**config.mk**
```make
export PLATFORM = sky130hd
export DESIGN_NAME = interval_timer
export DESIGN_NICKNAME = d
export VERILOG_FILES = /design/src/itc_pkg.sv /design/src/count_step.sv /design/src/interval_timer.sv
export SDC_FILE = /design/constraint.sdc
export NUM_CORES = 1
export LEC_CHECK = 0
export ABC_AREA = 1
export BUFFER_PORTS_ARGS = -buffer_cell sky130_fd_sc_hd__buf_4
export CAP_MARGIN = 10
export CORE_MARGIN = 5
export CORE_UTILIZATION = 50
export DETAILED_ROUTE_END_ITERATION = 6
export PLACE_DENSITY = 0.67
export REMOVE_ABC_BUFFERS = 1
export SLEW_MARGIN = 20
export SYNTH_ARGS = -nofsm -noshare
export SYNTH_HDL_FRONTEND = slang
export SYNTH_SLANG_ARGS = --single-unit
```
**constraint.sdc**
```tcl
create_clock -name I_CLK -period 5.9 [get_ports I_CLK]
set_input_delay 1.18 -clock I_CLK [delete_from_list [all_inputs] [get_ports I_CLK]]
set_output_delay 1.18 -clock I_CLK [all_outputs]
set_load 0.1 [all_outputs]
```
**src/itc_pkg.sv**
```systemverilog
//------------------------------------------------------------
// interval timer constants
//------------------------------------------------------------
package itc_pkg;

	// channel count and counter width
	localparam int NUM_CH = 3;
	localparam int CNT_W  = 16;

	// register byte offsets on the bus
	localparam logic [7:0] CH0_OFF   = 8'h00;
	localparam logic [7:0] CH_STRIDE = 8'h04;
	localparam logic [7:0] CTRL_OFF  = 8'h0c;
	localparam logic [7:0] STAT_OFF  = 8'h10;

	// control word field positions
	localparam int CW_BCD_BIT = 0;
	localparam int CW_MODE_LO = 1;
	localparam int CW_ACC_LO  = 4;
	localparam int CW_SEL_LO  = 6;

	// channel pick value that selects nothing
	localparam logic [1:0] SEL_NONE = 2'h3;

	// byte access order codes
	localparam logic [1:0] ACC_LATCH = 2'h0;
	localparam logic [1:0] ACC_LO    = 2'h1;
	localparam logic [1:0] ACC_HI    = 2'h2;
	localparam logic [1:0] ACC_BOTH  = 2'h3;

	// decoded operating modes
	localparam logic [2:0] MODE_TC   = 3'h0;
	localparam logic [2:0] MODE_OS   = 3'h1;
	localparam logic [2:0] MODE_RATE = 3'h2;
	localparam logic [2:0] MODE_SQ   = 3'h3;
	localparam logic [2:0] MODE_SWS  = 3'h4;
	localparam logic [2:0] MODE_HWS  = 3'h5;

	// reset values
	localparam logic [2:0]  MODE_RST = MODE_TC;
	localparam logic [1:0]  ACC_RST  = ACC_LO;
	localparam logic [15:0] CNT_RST  = 16'h0000;
	localparam logic        OUT_RST  = 1'b1;

endpackage

```
**src/count_step.sv**
```systemverilog
`timescale 1ns/10ps
`default_nettype none
//------------------------------------------------------------
// down step by 1..3 in binary or four bcd digits
//------------------------------------------------------------
module count_step
(
	// value and format
	input  wire logic [15:0] i_value,
	input  wire logic        i_bcd,
	input  wire logic [1:0]  i_step,
	// result
	output logic      [15:0] o_value,
	output logic             o_borrow
);

	// digit borrow chain, binary path overrides
	always_comb
	begin
		logic [4:0] dig;
		logic [3:0] sub;
		dig      = 5'h00;
		sub      = {2'h0, i_step};
		o_value  = 16'h0000;
		o_borrow = 1'b0;
		for (int i = 0; i < 4; i++)
		begin
			dig = {1'b0, i_value[i*4 +: 4]} - {1'b0, sub};
			if (dig[4])
			begin
				dig = dig + 5'h0a; // wrap digit to 9..7
				sub = 4'h1;
			end
			else
			begin
				sub = 4'h0;
			end
			o_value[i*4 +: 4] = dig[3:0];
		end
		o_borrow = sub[0];
		if (!i_bcd)
			{o_borrow, o_value} = {1'b0, i_value} - {15'h0000, i_step};
	end

endmodule // count_step
`default_nettype wire

```
**src/interval_timer.sv**
```systemverilog
`timescale 1ns/10ps
`default_nettype none
//------------------------------------------------------------
// three channel interval timer, ahb-lite register slave
//------------------------------------------------------------
// Behaviour
// - access field: 00 latch, 10 high only, 01 low only, 11 low then high.
// - format bit clear counts binary 16-bit, set counts four bcd digits.
// - count loads after all bytes, then a count clock rise and fall.
// - mode 0 output low from mode set, high at terminal count.
// - mode 0 keeps decrementing past terminal count.
// - mode 0 first byte halts counting, second byte starts the new count.
// - mode 1 output low on clock after gate rise, high at terminal.
// - mode 1 new count waits for next trigger; reads never disturb.
// - mode 1 each gate rise retriggers a full count.
// - mode 2 divides by n, output low for one clock per period.
// - mode 2 rewritten count applies from the following period.
// - modes 2 and 3 low gate stops and forces high; rise reloads.
// - mode 2 output stays high until a count has been loaded.
// - mode 3 even count steps by two, toggles and reloads at terminal.
// - mode 3 odd count: first high step one, first low step three.
// - mode 4 high at mode set, low one clock at terminal count.
// - mode 4 rewrite taken next clock; modes 0, 4 pause on low gate.
// - mode 5 counts after gate rise, one clock low, retriggerable.
// - loaded zero counts as 65536 binary or 10000 bcd.
// - control word taken at the control offset; it reads as zero.
// - three identical channels, each with own counter and control word.
module interval_timer
	import itc_pkg::*;
(
	// clock and reset
	input  wire logic        I_CLK,
	input  wire logic        I_NRST,
	// ahb-lite slave
	input  wire logic        I_HSEL,
	input  wire logic [31:0] I_HADDR,
	input  wire logic [1:0]  I_HTRANS,
	input  wire logic        I_HWRITE,
	input  wire logic [2:0]  I_HSIZE,
	input  wire logic [31:0] I_HWDATA,
	input  wire logic        I_HREADY,
	output logic      [31:0] O_HRDATA,
	output logic             O_HREADYOUT,
	output logic             O_HRESP,
	// timer pins
	input  wire logic [2:0]  I_CNT_CLK,
	input  wire logic [2:0]  I_GATE,
	output logic      [2:0]  O_OUT
);

	//------------------------------------------------------------
	// bus side
	//------------------------------------------------------------
	logic        accept;
	logic        wr_pend_reg;
	logic [7:0]  waddr_reg;
	logic [31:0] rdata_reg;
	logic [7:0]  wbyte;
	logic        cw_wr;
	logic [1:0]  cw_sel;
	logic [1:0]  cw_acc;
	logic [2:0]  cw_mode;
	logic [2:0]  out_w;
	logic [2:0]  armed_w;
	logic [7:0]  rd_byte_w [NUM_CH];

	// address phase accepted; size is not checked, low byte used
	assign accept = I_HSEL & I_HTRANS[1] & I_HREADY;
	assign wbyte  = I_HWDATA[7:0];

	// control word fields from the data phase byte
	assign cw_sel = wbyte[CW_SEL_LO +: 2];
	assign cw_acc = wbyte[CW_ACC_LO +: 2];
	assign cw_wr  = wr_pend_reg & (waddr_reg == CTRL_OFF)
		& (cw_sel != SEL_NONE);

	// mode field decode, top bit ignored for modes 2 and 3
	always_comb
	begin
		if (wbyte[CW_MODE_LO + 1])
			cw_mode = {1'b0, wbyte[CW_MODE_LO +: 2]};
		else
			cw_mode = wbyte[CW_MODE_LO +: 3];
	end

	// write address held into the data phase
	always_ff @(posedge I_CLK)
	begin
		if (!I_NRST)
		begin
			wr_pend_reg <= 1'b0;
			waddr_reg   <= 8'h00;
		end
		else
		begin
			wr_pend_reg <= accept & I_HWRITE;
			if (accept)
				waddr_reg <= I_HADDR[7:0];
		end
	end

	// read data captured at the address phase edge
	always_ff @(posedge I_CLK)
	begin
		if (!I_NRST)
			rdata_reg <= 32'h00000000;
		else if (accept && !I_HWRITE)
		begin
			rdata_reg <= 32'h00000000; // control and unmapped read zero
			for (int c = 0; c < NUM_CH; c++)
				if (I_HADDR[7:0] == CH0_OFF + CH_STRIDE * 8'(c))
					rdata_reg[7:0] <= rd_byte_w[c];
			if (I_HADDR[7:0] == STAT_OFF)
				rdata_reg[5:0] <= {armed_w, out_w};
		end
	end

	assign O_HRDATA    = rdata_reg;
	assign O_HREADYOUT = 1'b1;
	assign O_HRESP     = 1'b0;
	assign O_OUT       = out_w;

	//------------------------------------------------------------
	// counter channels
	//------------------------------------------------------------
	for (genvar g = 0; g < NUM_CH; g++)
	begin : g_ch
		logic [2:0]  mode_reg;
		logic [1:0]  acc_reg;
		logic        bcd_reg;
		logic [15:0] count_reg;
		logic [15:0] init_reg;
		logic [15:0] hold_reg;
		logic [15:0] latch_reg;
		logic        lo_done_reg;
		logic        pend_reg;
		logic        rise_seen_reg;
		logic        armed_reg;
		logic        halt_reg;
		logic        out_reg;
		logic        trig_reg;
		logic        first_reg;
		logic        latched_reg;
		logic        rd_msb_reg;
		logic        ck_d_reg;
		logic        gate_d_reg;
		logic        ck_rise;
		logic        ck_fall;
		logic        gate_rise;
		logic        cw_hit;
		logic        cw_cfg;
		logic        cw_lat;
		logic        wr_hit;
		logic        rd_hit;
		logic        load_now;
		logic        run;
		logic        tc;
		logic        borrow;
		logic        sq;
		logic [1:0]  step;
		logic [15:0] next_cnt;
		logic [15:0] rd_src;

		// edges of the count clock and gate
		assign ck_rise   = I_CNT_CLK[g] & ~ck_d_reg;
		assign ck_fall   = ck_d_reg & ~I_CNT_CLK[g];
		assign gate_rise = I_GATE[g] & ~gate_d_reg;

		// strobes for this channel
		assign cw_hit = cw_wr & (cw_sel == 2'(g));
		assign cw_cfg = cw_hit & (cw_acc != ACC_LATCH);
		assign cw_lat = cw_hit & (cw_acc == ACC_LATCH);
		assign wr_hit = wr_pend_reg
			& (waddr_reg == CH0_OFF + CH_STRIDE * 8'(g));
		assign rd_hit = accept & ~I_HWRITE
			& (I_HADDR[7:0] == CH0_OFF + CH_STRIDE * 8'(g));
		assign load_now = pend_reg & rise_seen_reg & ck_fall;

		// step size: square wave by two, odd first steps one or three
		assign sq = (mode_reg == MODE_SQ);
		always_comb
		begin
			if (sq && first_reg && init_reg[0])
				step = out_reg ? 2'h1 : 2'h3;
			else if (sq)
				step = 2'h2;
			else
				step = 2'h1;
		end

		// binary or bcd decrement; zero wraps so it counts the maximum
		count_step u_step
		(
			.i_value  (count_reg),
			.i_bcd    (bcd_reg),
			.i_step   (step),
			.o_value  (next_cnt),
			.o_borrow (borrow)
		);

		assign tc = (next_cnt == CNT_RST)
			| (sq & borrow & (count_reg != CNT_RST));

		// gated modes pause on low gate
		always_comb
		begin
			unique case (mode_reg)
				MODE_TC:   run = I_GATE[g] & ~halt_reg;
				MODE_SWS:  run = I_GATE[g];
				MODE_RATE,
				MODE_SQ:   run = I_GATE[g];
				default:   run = 1'b1;
			endcase
		end

		// pin edge samples
		always_ff @(posedge I_CLK)
		begin
			if (!I_NRST)
			begin
				ck_d_reg   <= 1'b0;
				gate_d_reg <= 1'b1; // idle high gate gives no edge
			end
			else
			begin
				ck_d_reg   <= I_CNT_CLK[g];
				gate_d_reg <= I_GATE[g];
			end
		end

		// control word storage
		always_ff @(posedge I_CLK)
		begin
			if (!I_NRST)
			begin
				mode_reg <= MODE_RST;
				acc_reg  <= ACC_RST;
				bcd_reg  <= 1'b0;
			end
			else if (cw_cfg)
			begin
				mode_reg <= cw_mode;
				acc_reg  <= cw_acc;
				bcd_reg  <= wbyte[CW_BCD_BIT];
			end
		end

		// count byte assembly and pending load
		always_ff @(posedge I_CLK)
		begin
			if (!I_NRST)
			begin
				hold_reg      <= CNT_RST;
				lo_done_reg   <= 1'b0;
				pend_reg      <= 1'b0;
				rise_seen_reg <= 1'b0;
			end
			else if (cw_cfg)
			begin
				lo_done_reg   <= 1'b0;
				pend_reg      <= 1'b0;
				rise_seen_reg <= 1'b0;
			end
			else if (wr_hit)
			begin
				rise_seen_reg <= 1'b0;
				unique case (acc_reg)
					ACC_LO:
					begin
						hold_reg <= {8'h00, wbyte};
						pend_reg <= 1'b1;
					end
					ACC_HI:
					begin
						hold_reg <= {wbyte, 8'h00};
						pend_reg <= 1'b1;
					end
					ACC_BOTH:
					begin
						if (!lo_done_reg)
						begin
							hold_reg[7:0] <= wbyte;
							lo_done_reg   <= 1'b1;
						end
						else
						begin
							hold_reg[15:8] <= wbyte;
							lo_done_reg    <= 1'b0;
							pend_reg       <= 1'b1;
						end
					end
					default: ;
				endcase
			end
			else if (load_now)
				pend_reg <= 1'b0;
			else if (pend_reg && ck_rise)
				rise_seen_reg <= 1'b1;
		end

		// counting element and output
		always_ff @(posedge I_CLK)
		begin
			if (!I_NRST)
			begin
				count_reg <= CNT_RST;
				init_reg  <= CNT_RST;
				armed_reg <= 1'b0;
				halt_reg  <= 1'b0;
				out_reg   <= OUT_RST;
				trig_reg  <= 1'b0;
				first_reg <= 1'b0;
			end
			else if (cw_cfg)
			begin
				armed_reg <= 1'b0;
				halt_reg  <= 1'b0;
				trig_reg  <= 1'b0;
				out_reg   <= (cw_mode != MODE_TC);
			end
			else
			begin
				if (wr_hit && mode_reg == MODE_TC && acc_reg == ACC_BOTH
					&& !lo_done_reg)
					halt_reg <= 1'b1;
				if (gate_rise)
					trig_reg <= 1'b1;
				if ((mode_reg == MODE_RATE || sq) && !I_GATE[g])
					out_reg <= 1'b1;
				if (ck_fall)
				begin
					// strobe modes end their one clock low pulse
					if ((mode_reg == MODE_SWS || mode_reg == MODE_HWS)
						&& !out_reg)
						out_reg <= 1'b1;
					// armed rate and square modes keep counting on a load edge
					if (load_now)
						init_reg <= hold_reg;
					if (load_now && !(armed_reg
						&& (mode_reg == MODE_RATE || sq)))
					begin
						unique case (mode_reg)
							MODE_TC:
							begin
								count_reg <= hold_reg;
								armed_reg <= 1'b1;
								halt_reg  <= 1'b0;
								out_reg   <= 1'b0;
							end
							MODE_SWS:
							begin
								count_reg <= hold_reg;
								armed_reg <= 1'b1;
							end
							MODE_RATE,
							MODE_SQ:
							begin
								if (!armed_reg)
								begin
									count_reg <= hold_reg;
									armed_reg <= 1'b1;
									first_reg <= 1'b1;
								end
							end
							default: ; // waits for a trigger
						endcase
					end
					else if (trig_reg && (mode_reg == MODE_OS
						|| mode_reg == MODE_HWS))
					begin
						count_reg <= init_reg;
						armed_reg <= 1'b1;
						trig_reg  <= 1'b0;
						if (mode_reg == MODE_OS)
							out_reg <= 1'b0;
					end
					else if (trig_reg && (mode_reg == MODE_RATE || sq)
						&& I_GATE[g])
					begin
						count_reg <= init_reg;
						armed_reg <= 1'b1;
						first_reg <= 1'b1;
						trig_reg  <= 1'b0;
						out_reg   <= 1'b1;
					end
					else if (armed_reg && run)
					begin
						first_reg <= 1'b0;
						count_reg <= next_cnt;
						unique case (mode_reg)
							MODE_TC:
								if (tc)
									out_reg <= 1'b1;
							MODE_OS:
								if (tc)
								begin
									out_reg   <= 1'b1;
									armed_reg <= 1'b0;
								end
							MODE_RATE:
								if (tc)
								begin
									count_reg <= init_reg;
									out_reg   <= 1'b1;
								end
								else
									out_reg <= (next_cnt != 16'h0001);
							MODE_SQ:
								if (tc)
								begin
									count_reg <= init_reg;
									out_reg   <= ~out_reg;
									first_reg <= 1'b1;
								end
							default:
								if (tc)
								begin
									out_reg   <= 1'b0;
									armed_reg <= 1'b0;
								end
						endcase
					end
				end
			end
		end

		// count latch and read byte order; reads leave counting alone
		always_ff @(posedge I_CLK)
		begin
			if (!I_NRST)
			begin
				latch_reg   <= CNT_RST;
				latched_reg <= 1'b0;
				rd_msb_reg  <= 1'b0;
			end
			else if (cw_lat && !latched_reg)
			begin
				latch_reg   <= count_reg;
				latched_reg <= 1'b1;
			end
			else if (cw_cfg)
			begin
				latched_reg <= 1'b0;
				rd_msb_reg  <= 1'b0;
			end
			else if (rd_hit)
			begin
				if (acc_reg == ACC_BOTH && !rd_msb_reg)
					rd_msb_reg <= 1'b1;
				else
				begin
					rd_msb_reg  <= 1'b0;
					latched_reg <= 1'b0;
				end
			end
		end

		assign rd_src = latched_reg ? latch_reg : count_reg;
		assign rd_byte_w[g] = (acc_reg == ACC_HI
			|| (acc_reg == ACC_BOTH && rd_msb_reg))
			? rd_src[15:8] : rd_src[7:0];
		assign out_w[g]   = out_reg;
		assign armed_w[g] = armed_reg;
	end

endmodule // interval_timer
`default_nettype wire

```
==> flow_summary.toml <==
[outcome]
status = "completed"

[synth]
avgSynthCellArea_um2 = 6.71
synthArstFlopShare_pct = 0
postSynthCellCount = 2373
synth_cell_types = 61
synth_edf_count = 0
yosysSeqAreaShare_pct = 33.1
syn_area_mm2 = 0.0159
yosys.area.top_type = "dfxtp_1"
netlist.area_leader.share_pct = 33.1
ys_warn_count = 0
ys_ff_latch = 263
synth_ff_type = "dfxtp_1"
synth_area_leaders = "dfxtp_1 33%, nand2_1 10%, o21ai_0 7.4%"

[floorplanning]
die_area_mm2 = 0.0355
core_region_area_mm2 = 0.0315
start_util_pct = 50.6
die_y_um = 188
num_io_pins = 117
rows = 65
die_x_um = 188

[layout]
area_delta_synth_final_pct = 9.17
final_common_cell = "nand2_1"
final_core_util_pct = 55.2
nets = 2486
final_cell_mix = "444 x nand2_1, 261 x dfxtp_1, 254 x inv_1"
antenna_cells = 0
drive_gt1_share_pct = 10.7
num-fill-cells = 3089

[clock_tree]
cts_tree = "done"
htreeDepth = 1
clkLatencyLatePin_ns = 0.56
cts_resized = 0
clockRootBuffer = "clkbuf_16"
postCtsSetupBuffers = 0
cts_made_buffers = 30
clk_pin_slew_ns = 0.06
cts_sinks = 263
ctsLongestPathBuffers = 3
cts_hold_buf = 0

[setup_path]
setup.worst_path.start_class = "register"
startpoint = "g_ch[0].mode_reg[1]"
max_stage_delay_ns = 0.48
crit_type = "register to register"
cp_data_required_time_ns = 6.39
worst-path-max-fanout = 11
arrival_ns = 5.94
critPathSlowestCell = "fa_1"
r2r_start = "g_ch[0].mode_reg[1]"
rr_worst_depth = 36
rr_endpoint = "g_ch[0].count_reg[13]"
r2r_setup_slack_ns = 0.45
critPathCaptureType = "register"

[global_routing]
grt_overflow = 0
antenna_found_initial = 1
grt_usage_pct = 25.9
first_global_vias = 14100
grt_pass1_wl_um = 76000
grt_max_degree = 66

[drt]
ant_nets = 0
via_per_inst = 5.63
drtIter0Drc = 1493
wirelength_um = 47500
vias = 15700
drc = 0
drt-pass1-iter-count = 5
wl_per_cell_um = 17.1

[place]
pre_cts_ws_ns = 0.333
dp.final_hpwl_um = 35200
gp_congestion = 0.941
numPortBuffers = 38

[timing]
worstMarginPinSlew_ns = 1.11
finalClockSkew_ns = 0.0116
fin_ws_ns = 0.450
finalHoldViolCount = 0
max_freq_mhz = 183
holdWs_ns = 0.451
fin_crit_ns = 5.45
setup_tns_ns = 0
max-slew-margin-rel_pct = 25.8
rsz0062_at_grt = "false"
slew_viol_final = 0
setup_viol = 0
finalCritPeriodShare_pct = 92.4

[hold_path]
min-delay-start = "g_ch[1].init_reg[1]"
hold_end = "g_ch[1].init_reg[1]"
holdPathStages = 2
hold_path_class = "register to register"

[power]
total_power_mw = 3.97
p_per_area_mw_per_mm2 = 228
total_leakage_power_nw = 7.53
peakVddDrop_uv = 254

[job]
cap_violations = 0
-- worst max-delay path, delay by kind of cell (launching register included) --
kind	cells	cell delay, ns
AO/OA/AOI/OAI	5	0.58
buffers and inverters	7	0.92
flip-flops	1	0.35
adder cells (fa/ha/maj)	7	1.83
AND/OR/NAND/NOR	17	1.73
-- cell families after synthesis --
kind of cell / Yosys count / synth area share, %
other: 2 / 0.0472
buffers and inverters: 415 / 11.1
and+or+nand+nor: 966 / 26.4
DFF: 263 / 33.1
xor gates and xnor gates: 17 / 0.936
adders and majority gates: 48 / 3.92
AOI/OAI and AO/OA: 662 / 24.5
-- cell usage after synthesis, types with 24 or more instances --
cell type and number:
a21oi_1 222, nor3_1 25, nor2_1 238, inv_2 28, a211oi_1 48, nand3_1 164
o211ai_1 24, buf_4 30, inv_1 254, nand2_1 445, dfxtp_1 263, ha_1 45
clkbuf_1 70, o21ai_0 236, a21oi_2 24
-- metal layers --
| layer | routed length [um] | global-route usage [%] | up-vias |
|---|---|---|---|
| met2 | 21300 | 41.4 | 473 |
| met1 | 21900 | 36.3 | 7230 |
| li1 | - | - | 7869 |
| met3 | 2640 | 3.28 | 85 |
| met5 | 13 | 0 | - |
| met4 | 1610 | 8.46 | 2 |
-- cell type report --
| type | instances | area, um^2 | share of cell area, % |
|---|---|---|---|
| multi-input combinational | 1719 | 9010 | 51.9 |
| sequential | 263 | 5270 | 30.3 |
| inverter | 284 | 1070 | 6.14 |
| clock buffer | 43 | 901 | 5.19 |
| tap | 402 | 503 | 2.89 |
| timing repair buffer | 60 | 463 | 2.66 |
| clock inverter | 11 | 160 | 0.922 |
-- per-stage QoR --
step                      instance area, um^2  cells
after detailed placement                16300   2728
after global routing                    17400   2782
after floorplan                         15300   2266
after CTS                               17300   2782
final                                   17400   2782
after global placement                  16300   2728
-- power by group --
part | switching (mW) | internal (mW) | leakage, nW
Clock | 0.759 | 1.23 | 0.521
Combinational | 0.161 | 0.0311 | 4.89
Sequential | 0.00491 | 1.78 | 2.12
-- worst max-delay path by stage --
stage,to,slack (ns),cells after the start
floorplan,g_ch[0].count_reg[1],0.47,31
detailed placement,g_ch[0].count_reg[13],0.33,34
global route,g_ch[2].count_reg[1],0.02,32
finish,g_ch[0].count_reg[13],0.45,36
global placement,g_ch[0].count_reg[10],0.42,34
CTS,g_ch[0].count_reg[13],0.29,34
Note: power is estimated with default switching activity, not from simulation.
